**src/rtl/psw_pkg.sv**
```systemverilog
// Constants and types shared by the status word block
package psw_pkg;
  localparam int unsigned      WORD_W          = 32;
  localparam int unsigned      LIVE_W          = 8;
  localparam logic [31:0]      PSW_RESET       = 32'h0000_0021;
  localparam int unsigned      BIT_ZERO        = 0;
  localparam int unsigned      BIT_SIGN        = 1;
  localparam int unsigned      BIT_WRAP        = 2;
  localparam int unsigned      BIT_CARRY       = 3;
  localparam int unsigned      BIT_CLAMP       = 4;
  localparam int unsigned      BIT_IRQ_MASK    = 5;
  localparam int unsigned      BIT_TRAP        = 6;
  localparam int unsigned      BIT_NMI         = 7;
  localparam logic [31:0]      SAT_POS_LIMIT   = 32'h7FFF_FFFF;
  localparam logic [31:0]      SAT_NEG_LIMIT   = 32'h8000_0000;
endpackage : psw_pkg

```
**src/rtl/cpu_status_word_flags.sv**
```systemverilog
// Processor status word register with flag update logic
// Function
// - Bits 31 to 8 always read zero; writes there ignored.
// - Bit 7 set on accepted NMI; blocks nested interrupts.
// - Bit 6 set on exception; does not block interrupts.
// - Bit 5 at one blocks every maskable interrupt.
// - Bit 4 is sticky: set on clamp, kept when no clamp.
// - Bit 4 sets only when a saturating operation overflows or a load writes one there.
// - Bit 3 follows carry or borrow of the operation.
// - Bit 2 follows signed overflow of the operation.
// - Bit 1 follows result sign.
// - Bit 0 is one exactly when the result is zero.
// - Positive clamp: sticky, overflow set, sign clear, max positive.
// - Negative clamp: sticky, overflow, sign set, max negative.
// - In range: sticky kept, overflow clear, sign from result.
// - Loaded word effective next cycle; only the old mask, not the loaded one, blocks irq during load.
`timescale 1ns/1ps
module cpu_status_word_flags
  import psw_pkg::*;
(
  // Clock and reset
  input  wire logic                       sys_clk,
  input  wire logic                       rst,
  // Arithmetic result
  input  wire logic                       alu_valid,
  input  wire logic                       alu_saturating,
  input  wire logic [psw_pkg::WORD_W-1:0] alu_result,
  input  wire logic                       alu_carry,
  input  wire logic                       alu_wrap,
  input  wire logic                       upd_zero,
  input  wire logic                       upd_sign,
  input  wire logic                       upd_wrap,
  input  wire logic                       upd_carry,
  // System register access
  input  wire logic                       sysreg_load_instr,
  input  wire logic [psw_pkg::WORD_W-1:0] sysreg_wdata,
  // Events
  input  wire logic                       exception_evt,
  input  wire logic                       nmi_req,
  input  wire logic                       irq_req,
  // Outputs
  output logic      [psw_pkg::WORD_W-1:0] program_status_word,
  output logic      [psw_pkg::WORD_W-1:0] op_result,
  output logic                            nmi_accept,
  output logic                            irq_accept
);
  import psw_pkg::*;

  // ----------------------------------------------------------------
  // Saturation clamp
  // ----------------------------------------------------------------
  logic [WORD_W-1:0] sat_result;
  logic              sat_wrap;
  logic              sat_sign;
  logic              sat_zero;
  logic [LIVE_W-1:0] psw_q;
  logic [LIVE_W-1:0] psw_d;
  logic [WORD_W-1:0] res_q;
  logic [WORD_W-1:0] res_d;

  sat_clamp u_sat_clamp (
    .raw_result (alu_result),
    .raw_wrap   (alu_wrap),
    .sat_result (sat_result),
    .sat_wrap   (sat_wrap),
    .sat_sign   (sat_sign),
    .sat_zero   (sat_zero)
  );

  // ----------------------------------------------------------------
  // Interrupt gate
  // ----------------------------------------------------------------
  irq_gate u_irq_gate (
    .nmi_req           (nmi_req),
    .irq_req           (irq_req),
    .nmi_in_service    (psw_q[BIT_NMI]),
    .maskable_irq_mask (psw_q[BIT_IRQ_MASK]),
    .load_busy         (sysreg_load_instr),
    .nmi_accept        (nmi_accept),
    .irq_accept        (irq_accept)
  );

  // ----------------------------------------------------------------
  // Next status word
  // ----------------------------------------------------------------
  always_comb begin
    psw_d = psw_q;
    res_d = res_q;
    if (sysreg_load_instr) begin
      // Load wins over a same-cycle result; upper bits dropped
      psw_d = sysreg_wdata[LIVE_W-1:0];
    end else if (alu_valid && alu_saturating) begin
      res_d = sat_result;
      psw_d[BIT_WRAP] = sat_wrap;
      psw_d[BIT_SIGN] = sat_sign;
      psw_d[BIT_ZERO] = sat_zero;
      if (sat_wrap) begin
        psw_d[BIT_CLAMP] = 1'b1;
      end
      if (upd_carry) begin
        psw_d[BIT_CARRY] = alu_carry;
      end
    end else if (alu_valid) begin
      res_d = alu_result;
      // Bit 4 left alone on plain arithmetic
      if (upd_carry) begin
        psw_d[BIT_CARRY] = alu_carry;
      end
      if (upd_wrap) begin
        psw_d[BIT_WRAP] = alu_wrap;
      end
      if (upd_sign) begin
        psw_d[BIT_SIGN] = alu_result[WORD_W-1];
      end
      if (upd_zero) begin
        psw_d[BIT_ZERO] = (alu_result == '0);
      end
    end
    // Hardware events set over any same-cycle load
    if (exception_evt) begin
      psw_d[BIT_TRAP] = 1'b1;
    end
    if (nmi_accept) begin
      psw_d[BIT_NMI] = 1'b1;
    end
  end

  always_ff @(posedge sys_clk or posedge rst) begin
    if (rst) begin
      psw_q <= PSW_RESET[LIVE_W-1:0];
      res_q <= '0;
    end else begin
      psw_q <= psw_d;
      res_q <= res_d;
    end
  end

  assign program_status_word = {{(WORD_W-LIVE_W){1'b0}}, psw_q};
  assign op_result           = res_q;
endmodule : cpu_status_word_flags

```
**src/rtl/irq_gate.sv**
```systemverilog
// Interrupt acceptance gate steered by the status word
`timescale 1ns/1ps
module irq_gate (
  // Requests
  input  wire logic nmi_req,
  input  wire logic irq_req,
  // Status word state
  input  wire logic nmi_in_service,
  input  wire logic maskable_irq_mask,
  input  wire logic load_busy,
  // Acceptance
  output logic      nmi_accept,
  output logic      irq_accept
);
  always_comb begin
    // Trap state is deliberately not an input: it never blocks requests
    nmi_accept = nmi_req && !nmi_in_service;
    irq_accept = irq_req && !nmi_req && !nmi_in_service
                 && !maskable_irq_mask
                 && !(load_busy && maskable_irq_mask);
  end
endmodule : irq_gate

```
**src/rtl/sat_clamp.sv**
```systemverilog
// Saturating result clamp and its flag outcome
`timescale 1ns/1ps
module sat_clamp
  import psw_pkg::*;
(
  // Raw operation result
  input  wire logic [psw_pkg::WORD_W-1:0] raw_result,
  input  wire logic                       raw_wrap,
  // Clamped result and flags
  output logic      [psw_pkg::WORD_W-1:0] sat_result,
  output logic                            sat_wrap,
  output logic                            sat_sign,
  output logic                            sat_zero
);
  import psw_pkg::*;

  always_comb begin
    sat_wrap = raw_wrap;
    if (raw_wrap && !raw_result[WORD_W-1]) begin
      // Wrapped to non-negative means true result was below minimum
      sat_result = SAT_NEG_LIMIT;
      sat_sign   = 1'b1;
    end else if (raw_wrap) begin
      sat_result = SAT_POS_LIMIT;
      sat_sign   = 1'b0;
    end else begin
      sat_result = raw_result;
      sat_sign   = raw_result[WORD_W-1];
    end
    sat_zero = (sat_result == '0);
  end
endmodule : sat_clamp

```
**config.mk**
```make
export PLATFORM = sky130hd
export DESIGN_NAME = cpu_status_word_flags
export DESIGN_NICKNAME = d
export VERILOG_FILES = /design/src/rtl/psw_pkg.sv /design/src/rtl/cpu_status_word_flags.sv /design/src/rtl/irq_gate.sv /design/src/rtl/sat_clamp.sv
export SDC_FILE = /design/constraint.sdc
export NUM_CORES = 1
export LEC_CHECK = 0
export BUFFER_PORTS_ARGS = -buffer_cell sky130_fd_sc_hd__buf_2
export CAP_MARGIN = 5
export CELL_PAD_IN_SITES_DETAIL_PLACEMENT = 1
export CELL_PAD_IN_SITES_GLOBAL_PLACEMENT = 1
export CORE_ASPECT_RATIO = 1.5
export CORE_MARGIN = 1
export CORE_UTILIZATION = 29
export CTS_CLUSTER_DIAMETER = 30
export DETAILED_ROUTE_END_ITERATION = 10
export GPL_ROUTABILITY_DRIVEN = 0
export PLACE_DENSITY = 0.87
export SETUP_SLACK_MARGIN = 0.2
export SKIP_LAST_GASP = 1
export SLEW_MARGIN = 5
export SYNTH_ARGS = -nofsm -noshare
export SYNTH_HDL_FRONTEND = slang
export SYNTH_SLANG_ARGS = --single-unit
```
**constraint.sdc**
```tcl
create_clock -name sys_clk -period 1.37 [get_ports sys_clk]
set_clock_uncertainty 0.2 [all_clocks]
set_input_delay 0.0685 -clock sys_clk [delete_from_list [all_inputs] [get_ports sys_clk]]
set_output_delay 0.0685 -clock sys_clk [all_outputs]
set_load 0.1 [all_outputs]
```
==> results of run 1 <==
[worst paths after layout]
kind / to / slack [ns] / depth (start not counted)
max: irq_accept / -0.16 / 2
min: psw_q[4] / 0.02 / 3
max reg2reg: psw_q[7] / -0.04 / 4
min reg2reg: op_result[7] / 0.34 / 2
max in group asynchronous: psw_q[0] / 0.52 / 4
min in group asynchronous: psw_q[3] / 0.17 / 4
[metrics by stage]
stage	total power, mW	setup WS [ns]
detailed placement	3.95	-0.0188
finish	5.53	-0.161
global placement	3.91	0.00442
floorplan	3.37	-0.408
CTS	5.28	-0.185
global route	5.68	-0.203
[power breakdown]
group          internal [mW]  switching, mW
clock                  0.542          0.434
sequential              1.38          0.200
combinational          0.977           1.99
[cell usage after synthesis (2+ instances only)]
library cell and n:
clkbuf_1 4, buf_4 28, o21ai_0 15, mux2_2 2, nor4_1 8, o31ai_1 9, o31ai_2 10, nor2b_1 3
o21ai_1 8, a21oi_1 29, nor2_1 23, dfstp_2 2, a211o_1 2, nand2_1 39, inv_1 4, a31oi_1 2
nand2b_1 4, buf_2 8, dfrtp_1 38
[per-layer routing]
layer  wire length, um  part of all wire
met5                 0                 0
met3               323             0.032
met2              6030              0.59
met4               419             0.041
met1              3420              0.34
[flip-flops by register name, summed over array words and instances (netlist names)]
signal / count
op_result: 32
psw_q: 8
[what timing repair did]
action | CTS | global route
buffers inserted | 3 | 5
pin swaps | 1 | 3
gates resized for setup | 66 | 38
hold endpoints to repair | 79 | 0
hold buffers | 45 | 0
endpoints found under the setup margin | 39 | 51
[kinds of logic (layout without fill, tap and decap cells)]
group,Yosys count,in the layout,share of synthesized area
buffers and inverters,45,171,0.130
and+or+nand+nor,84,84,0.172
other,1,26,0.00167
muxes,3,3,0.0145
AOI/OAI and AO/OA,80,80,0.235
DFF,40,40,0.447
[worst min-delay path, delay by kind of cell]
kind	cells	cell delay (ns)
compound gates	2	0.22
buf+inv	1	0.18
[final cells by class]
| class | instances | share of cell area |
|---|---|---|
| Multi-Input combinational cell | 191 | 0.266 |
| Clock buffer | 6 | 0.0175 |
| Sequential cell | 40 | 0.257 |
| Antenna cell | 2 | 0.00121 |
| Inverter | 4 | 0.00452 |
| Timing Repair Buffer | 159 | 0.414 |
| Clock inverter | 2 | 0.00845 |
| Tap cell | 100 | 0.0302 |
==> flow_metrics.py, run 1 <==
metrics = {
    "outcome": {
        "status": "finished, violations left",
        "failed_checks": "setup timing",
    },
    "floorplanning": {
        "core_um2": 7370,
        "die_h_um": 110,
        "floorplan.die.width_um": 73.8,
        "initial_core_util": 0.304,
        "die_area_um2": 8100,
        "std_cell_rows": 38,
        "ios": 144,
    },
    "global_route": {
        "grt_usage": 0.239,
        "grt_pass1_wl_mm": 14.2,
        "use_met3": 0.0247,
        "use_met1": 0.241,
        "grt.overflow.total": 0,
        "busiest_layer": "met2",
        "grt_max_degree": 57,
        "grt_pass1_vias": 2720,
        "antenna_found_initial": 2,
        "grt_use_met2": 0.471,
    },
    "clocking": {
        "cts.path.max_buffers": 2,
        "tritoncts": "done",
        "cts.sinks": 40,
        "cts_inserted_buffers": 5,
        "clockRootBuffer": "clkbuf_8",
        "htreeDepth": 2,
        "insertion_delay_ns": 0.29,
        "path_clk_slew_ns": 0.09,
    },
    "run": {
        "maxCapViolCount": 0,
    },
    "worst_setup_path": {
        "cp.arrival_ns": 1.26,
        "end_kind": "output pin",
        "crit_slowest_cell": "dfrtp_2",
        "startpoint": "psw_q[7]",
        "crit_type": "reg -> out",
        "cpPeakStageDelay_ns": 0.44,
        "crit_buf_inv": 1,
        "r2r_start": "psw_q[7]",
        "cpLargestDelayFamily": "flip-flops",
        "worst_setup_path_start_kind": "register",
        "path_max_fanout": 2,
        "required_ns": 1.10,
        "worstPathCellList": "nor4b_4 > buf_12",
    },
    "placement": {
        "dpl_cell_area_um2": 3140,
        "hpwl_mm": 5.27,
        "dp.cells": 441,
        "io_buffers": 95,
    },
    "routing": {
        "detail_route.iter0.violations": 141,
        "drc": 0,
        "antenna_left": 0,
        "post_drt_wl_per_cell_um": 20.2,
        "drt_first_pass_iters": 4,
        "routed-via-count": 2573,
        "wl_mm": 10.2,
        "routed_via_density": 5.11,
    },
    "timing": {
        "grt_setup_unrepaired": "true",
        "finalSetupViolCount": 6,
        "fin_tns_setup_ns": -0.515,
        "slew_violations": 0,
        "clock.fmax_ghz": 0.653,
        "holdWs_ns": 0.0241,
        "hold_violations": 0,
        "finalCritPeriodShare": 1.12,
        "period_minus_slack_ns": 1.53,
        "fin_ws_ns": -0.161,
    },
    "synth": {
        "async_flop_share": 1.00,
        "syn_area_per_cell_um2": 8.87,
        "synth_top_area_frac": 0.424,
        "synth_cells": 253,
        "synth_area_um2": 2240,
        "synth_area_leaders": "dfrtp_1 (42%), buf_4 (9.4%), nand2_1 (6.5%)",
        "synth_edf_count": 0,
        "synth.largest_area_cell": "dfrtp_1",
        "ys.flop_type": "dfrtp_1",
        "ys_seq_area_frac": 0.447,
        "ys_warn_count": 0,
        "synth_cell_types": 34,
        "yosys_register_bits": 40,
    },
    "worst_hold_path": {
        "min_from": "alu_valid",
        "worst_hold_path_type": "in -> reg",
    },
    "cells_and_area": {
        "final_util": 0.563,
        "nFillCells": 816,
        "seq_area_um2": 1070,
        "fin_area_um2": 4150,
        "multi_input_area_um2": 1100,
        "layout.nets": 479,
        "final_cell_mix": "buf_2 (53), dlygate4sd3_1 (45), buf_12 (43), nand2_1 (38), dfrtp_2 (33)",
        "drive_gt1_frac": 0.470,
        "fin_cells": 504,
        "area_delta_synth_final_pct": 84.9,
        "layout_commonest_cell": "buf_2",
    },
    "pwr": {
        "p_leak_nw": 1.85,
        "ir_worst_vdd_v": 0.000711,
        "powerDensity_nw_per_um2": 1330,
    },
}
Power figures use the tool's default switching activity.
==> run 2, diff against run 1 <==
Settings changed: SKIP_LAST_GASP 1 to default.
Clock period 1.37 ns to 1.65 ns, I/O delays scaled along.
==> run 2 against run 1 <==
- the flow now finishes without violations
- design area shrank 20%
- sequential cell count is the same
- global-route usage shrank 3.9 points
- clock power shrank 36%
- wire length shrank 24%
- via count shrank 7.8%
- non-clock buffer count shrank 13
- combinational power shrank 35%
- register-to-register slack gained 0.46 ns
- sequential power shrank 24%
==> flow_metrics.py, run 2 (synthesized netlist as in run 1, its figures left out) <==
metrics = {
    "timing": {
        "holdWs_ns": 0.0134,
        "slew_headroom": 0.639,
        "finalSetupViolCount": 0,
        "slew_violations": 0,
        "period_minus_slack_ns": 1.53,
        "worst_slew_pin_slew_ns": 0.542,
        "clock.fmax_ghz": 0.652,
        "hold_violations": 0,
        "grt_setup_unrepaired": "true",
        "finalCritPeriodShare": 0.930,
    },
    "clocking": {
        "clockRootBuffer": "clkbuf_8",
        "path_clk_slew_ns": 0.07,
        "cts_inserted_buffers": 5,
        "cts_setup_buffers": 0,
        "insertion_delay_ns": 0.28,
        "tritoncts": "done",
        "cts.path.max_buffers": 2,
        "cts.sinks": 40,
        "htreeDepth": 2,
    },
    "worst_setup_path": {
        "cp.arrival_ns": 1.25,
        "worst_setup_path_start_kind": "register",
        "required_ns": 1.37,
        "end_kind": "output pin",
        "crit_type": "reg -> out",
        "path_max_fanout": 4,
    },
    "global_route": {
        "antenna_found_initial": 0,
        "grt.overflow.total": 0,
        "grt_pass1_wl_mm": 12.3,
        "grt_pass1_vias": 2547,
        "grt_max_degree": 66,
        "grt_usage": 0.201,
    },
    "cells_and_area": {
        "area_delta_synth_final_pct": 47.7,
        "largest_reg_flops": 32,
        "multi_input_area_um2": 1050,
        "final_cell_mix": "buf_2 (91), dlygate4sd3_1 (44), nand2_1 (39), dfrtp_1 (33), a21oi_1 (29)",
        "layout.nets": 466,
        "layout_commonest_cell": "buf_2",
        "num_antenna_cells": 0,
        "drive_gt1_frac": 0.344,
        "nFillCells": 908,
        "seq_area_um2": 1010,
        "final_util": 0.450,
    },
    "routing": {
        "drc": 0,
        "wl_met1_mm": 2.69,
        "wl_met2_mm": 4.45,
        "drt_first_pass_iters": 4,
        "antenna_left": 0,
        "wl_mm": 7.75,
        "routed_via_density": 4.85,
        "top_layer_used": "met4",
        "dr_wl_met3_um": 352,
        "post_drt_wl_per_cell_um": 15.9,
        "detail_route.iter0.violations": 99,
        "routed-via-count": 2373,
    },
    "placement": {
        "hpwl_mm": 4.96,
        "io_buffers": 95,
    },
    "pwr": {
        "power_mw": 3.76,
        "powerDensity_nw_per_um2": 1130,
        "ir_worst_vdd_v": 0.000437,
        "p_leak_nw": 1.60,
    },
    "outcome": {
        "status": "finished, final reports clean",
    },
    "floorplanning": {
        "initial_core_util": 0.304,
        "std_cell_rows": 38,
        "floorplan.die.width_um": 73.8,
        "ios": 144,
        "die_h_um": 110,
        "die_area_um2": 8100,
        "core_um2": 7370,
    },
    "worst_hold_path": {
        "worst_hold_path_type": "in -> reg",
    },
    "run": {
        "maxCapViolCount": 0,
    },
}
run 2: timing repair:
item	CTS	global route
endpoints found under the hold margin	77	0
endpoints found under the setup margin	4	4
resized for setup	3	2
hold buffers	44	0
run 2: layout make-up:
cell class                      instances  area share
Clock buffer                            7      0.0230
Clock inverter                          1     0.00151
Inverter                                4     0.00453
Multi-Input combinational cell        191       0.318
Sequential cell                        40       0.306
Tap cell                              100      0.0378
Timing Repair Buffer                  146       0.309
run 2: layer usage:
layer / vias to the layer above / GRT usage
met3: 22 / 0.0330
met4: 0 / 0.0948
li1: 1102 / -
met5: - / 0
met1: 1156 / 0.196
met2: 93 / 0.396
run 2: worst paths after layout:
check                               start            end  slack [ns]  depth (start not counted)
max in group asynchronous             rst       psw_q[7]        0.58                          4
hold / removal             alu_result[10]  op_result[10]        0.01                          3
setup reg to reg                 psw_q[0]       psw_q[0]        0.42                          3
min in group asynchronous             rst  op_result[23]        0.25                          4
hold reg to reg             op_result[30]  op_result[30]        0.28                          2
setup / recovery                 psw_q[7]     irq_accept        0.12                          2
run 2: stage by stage:
step                std cells  setup TNS, ns  area (um^2)  worst slack, ns
floorplan                 276         -0.190         2360           -0.142
global placement          437              0         2780            0.245
detailed placement        437              0         2780            0.204
CTS                       489              0         3310            0.105
global route              489              0         3310           0.0860
finish                    489              0         3310            0.115
run 2: power breakdown:
| part | switching (mW) | total, mW | internal, mW |
|---|---|---|---|
| Clock | 0.332 | 0.629 | 0.297 |
| Combinational | 1.57 | 1.92 | 0.352 |
| Sequential | 0.0830 | 1.20 | 1.12 |
run 2: worst max-delay path, stage by stage, from the launching register on:
cell and delay, ns:
dfrtp_2 0.45, nor4b_4 0.31, buf_12 0.21
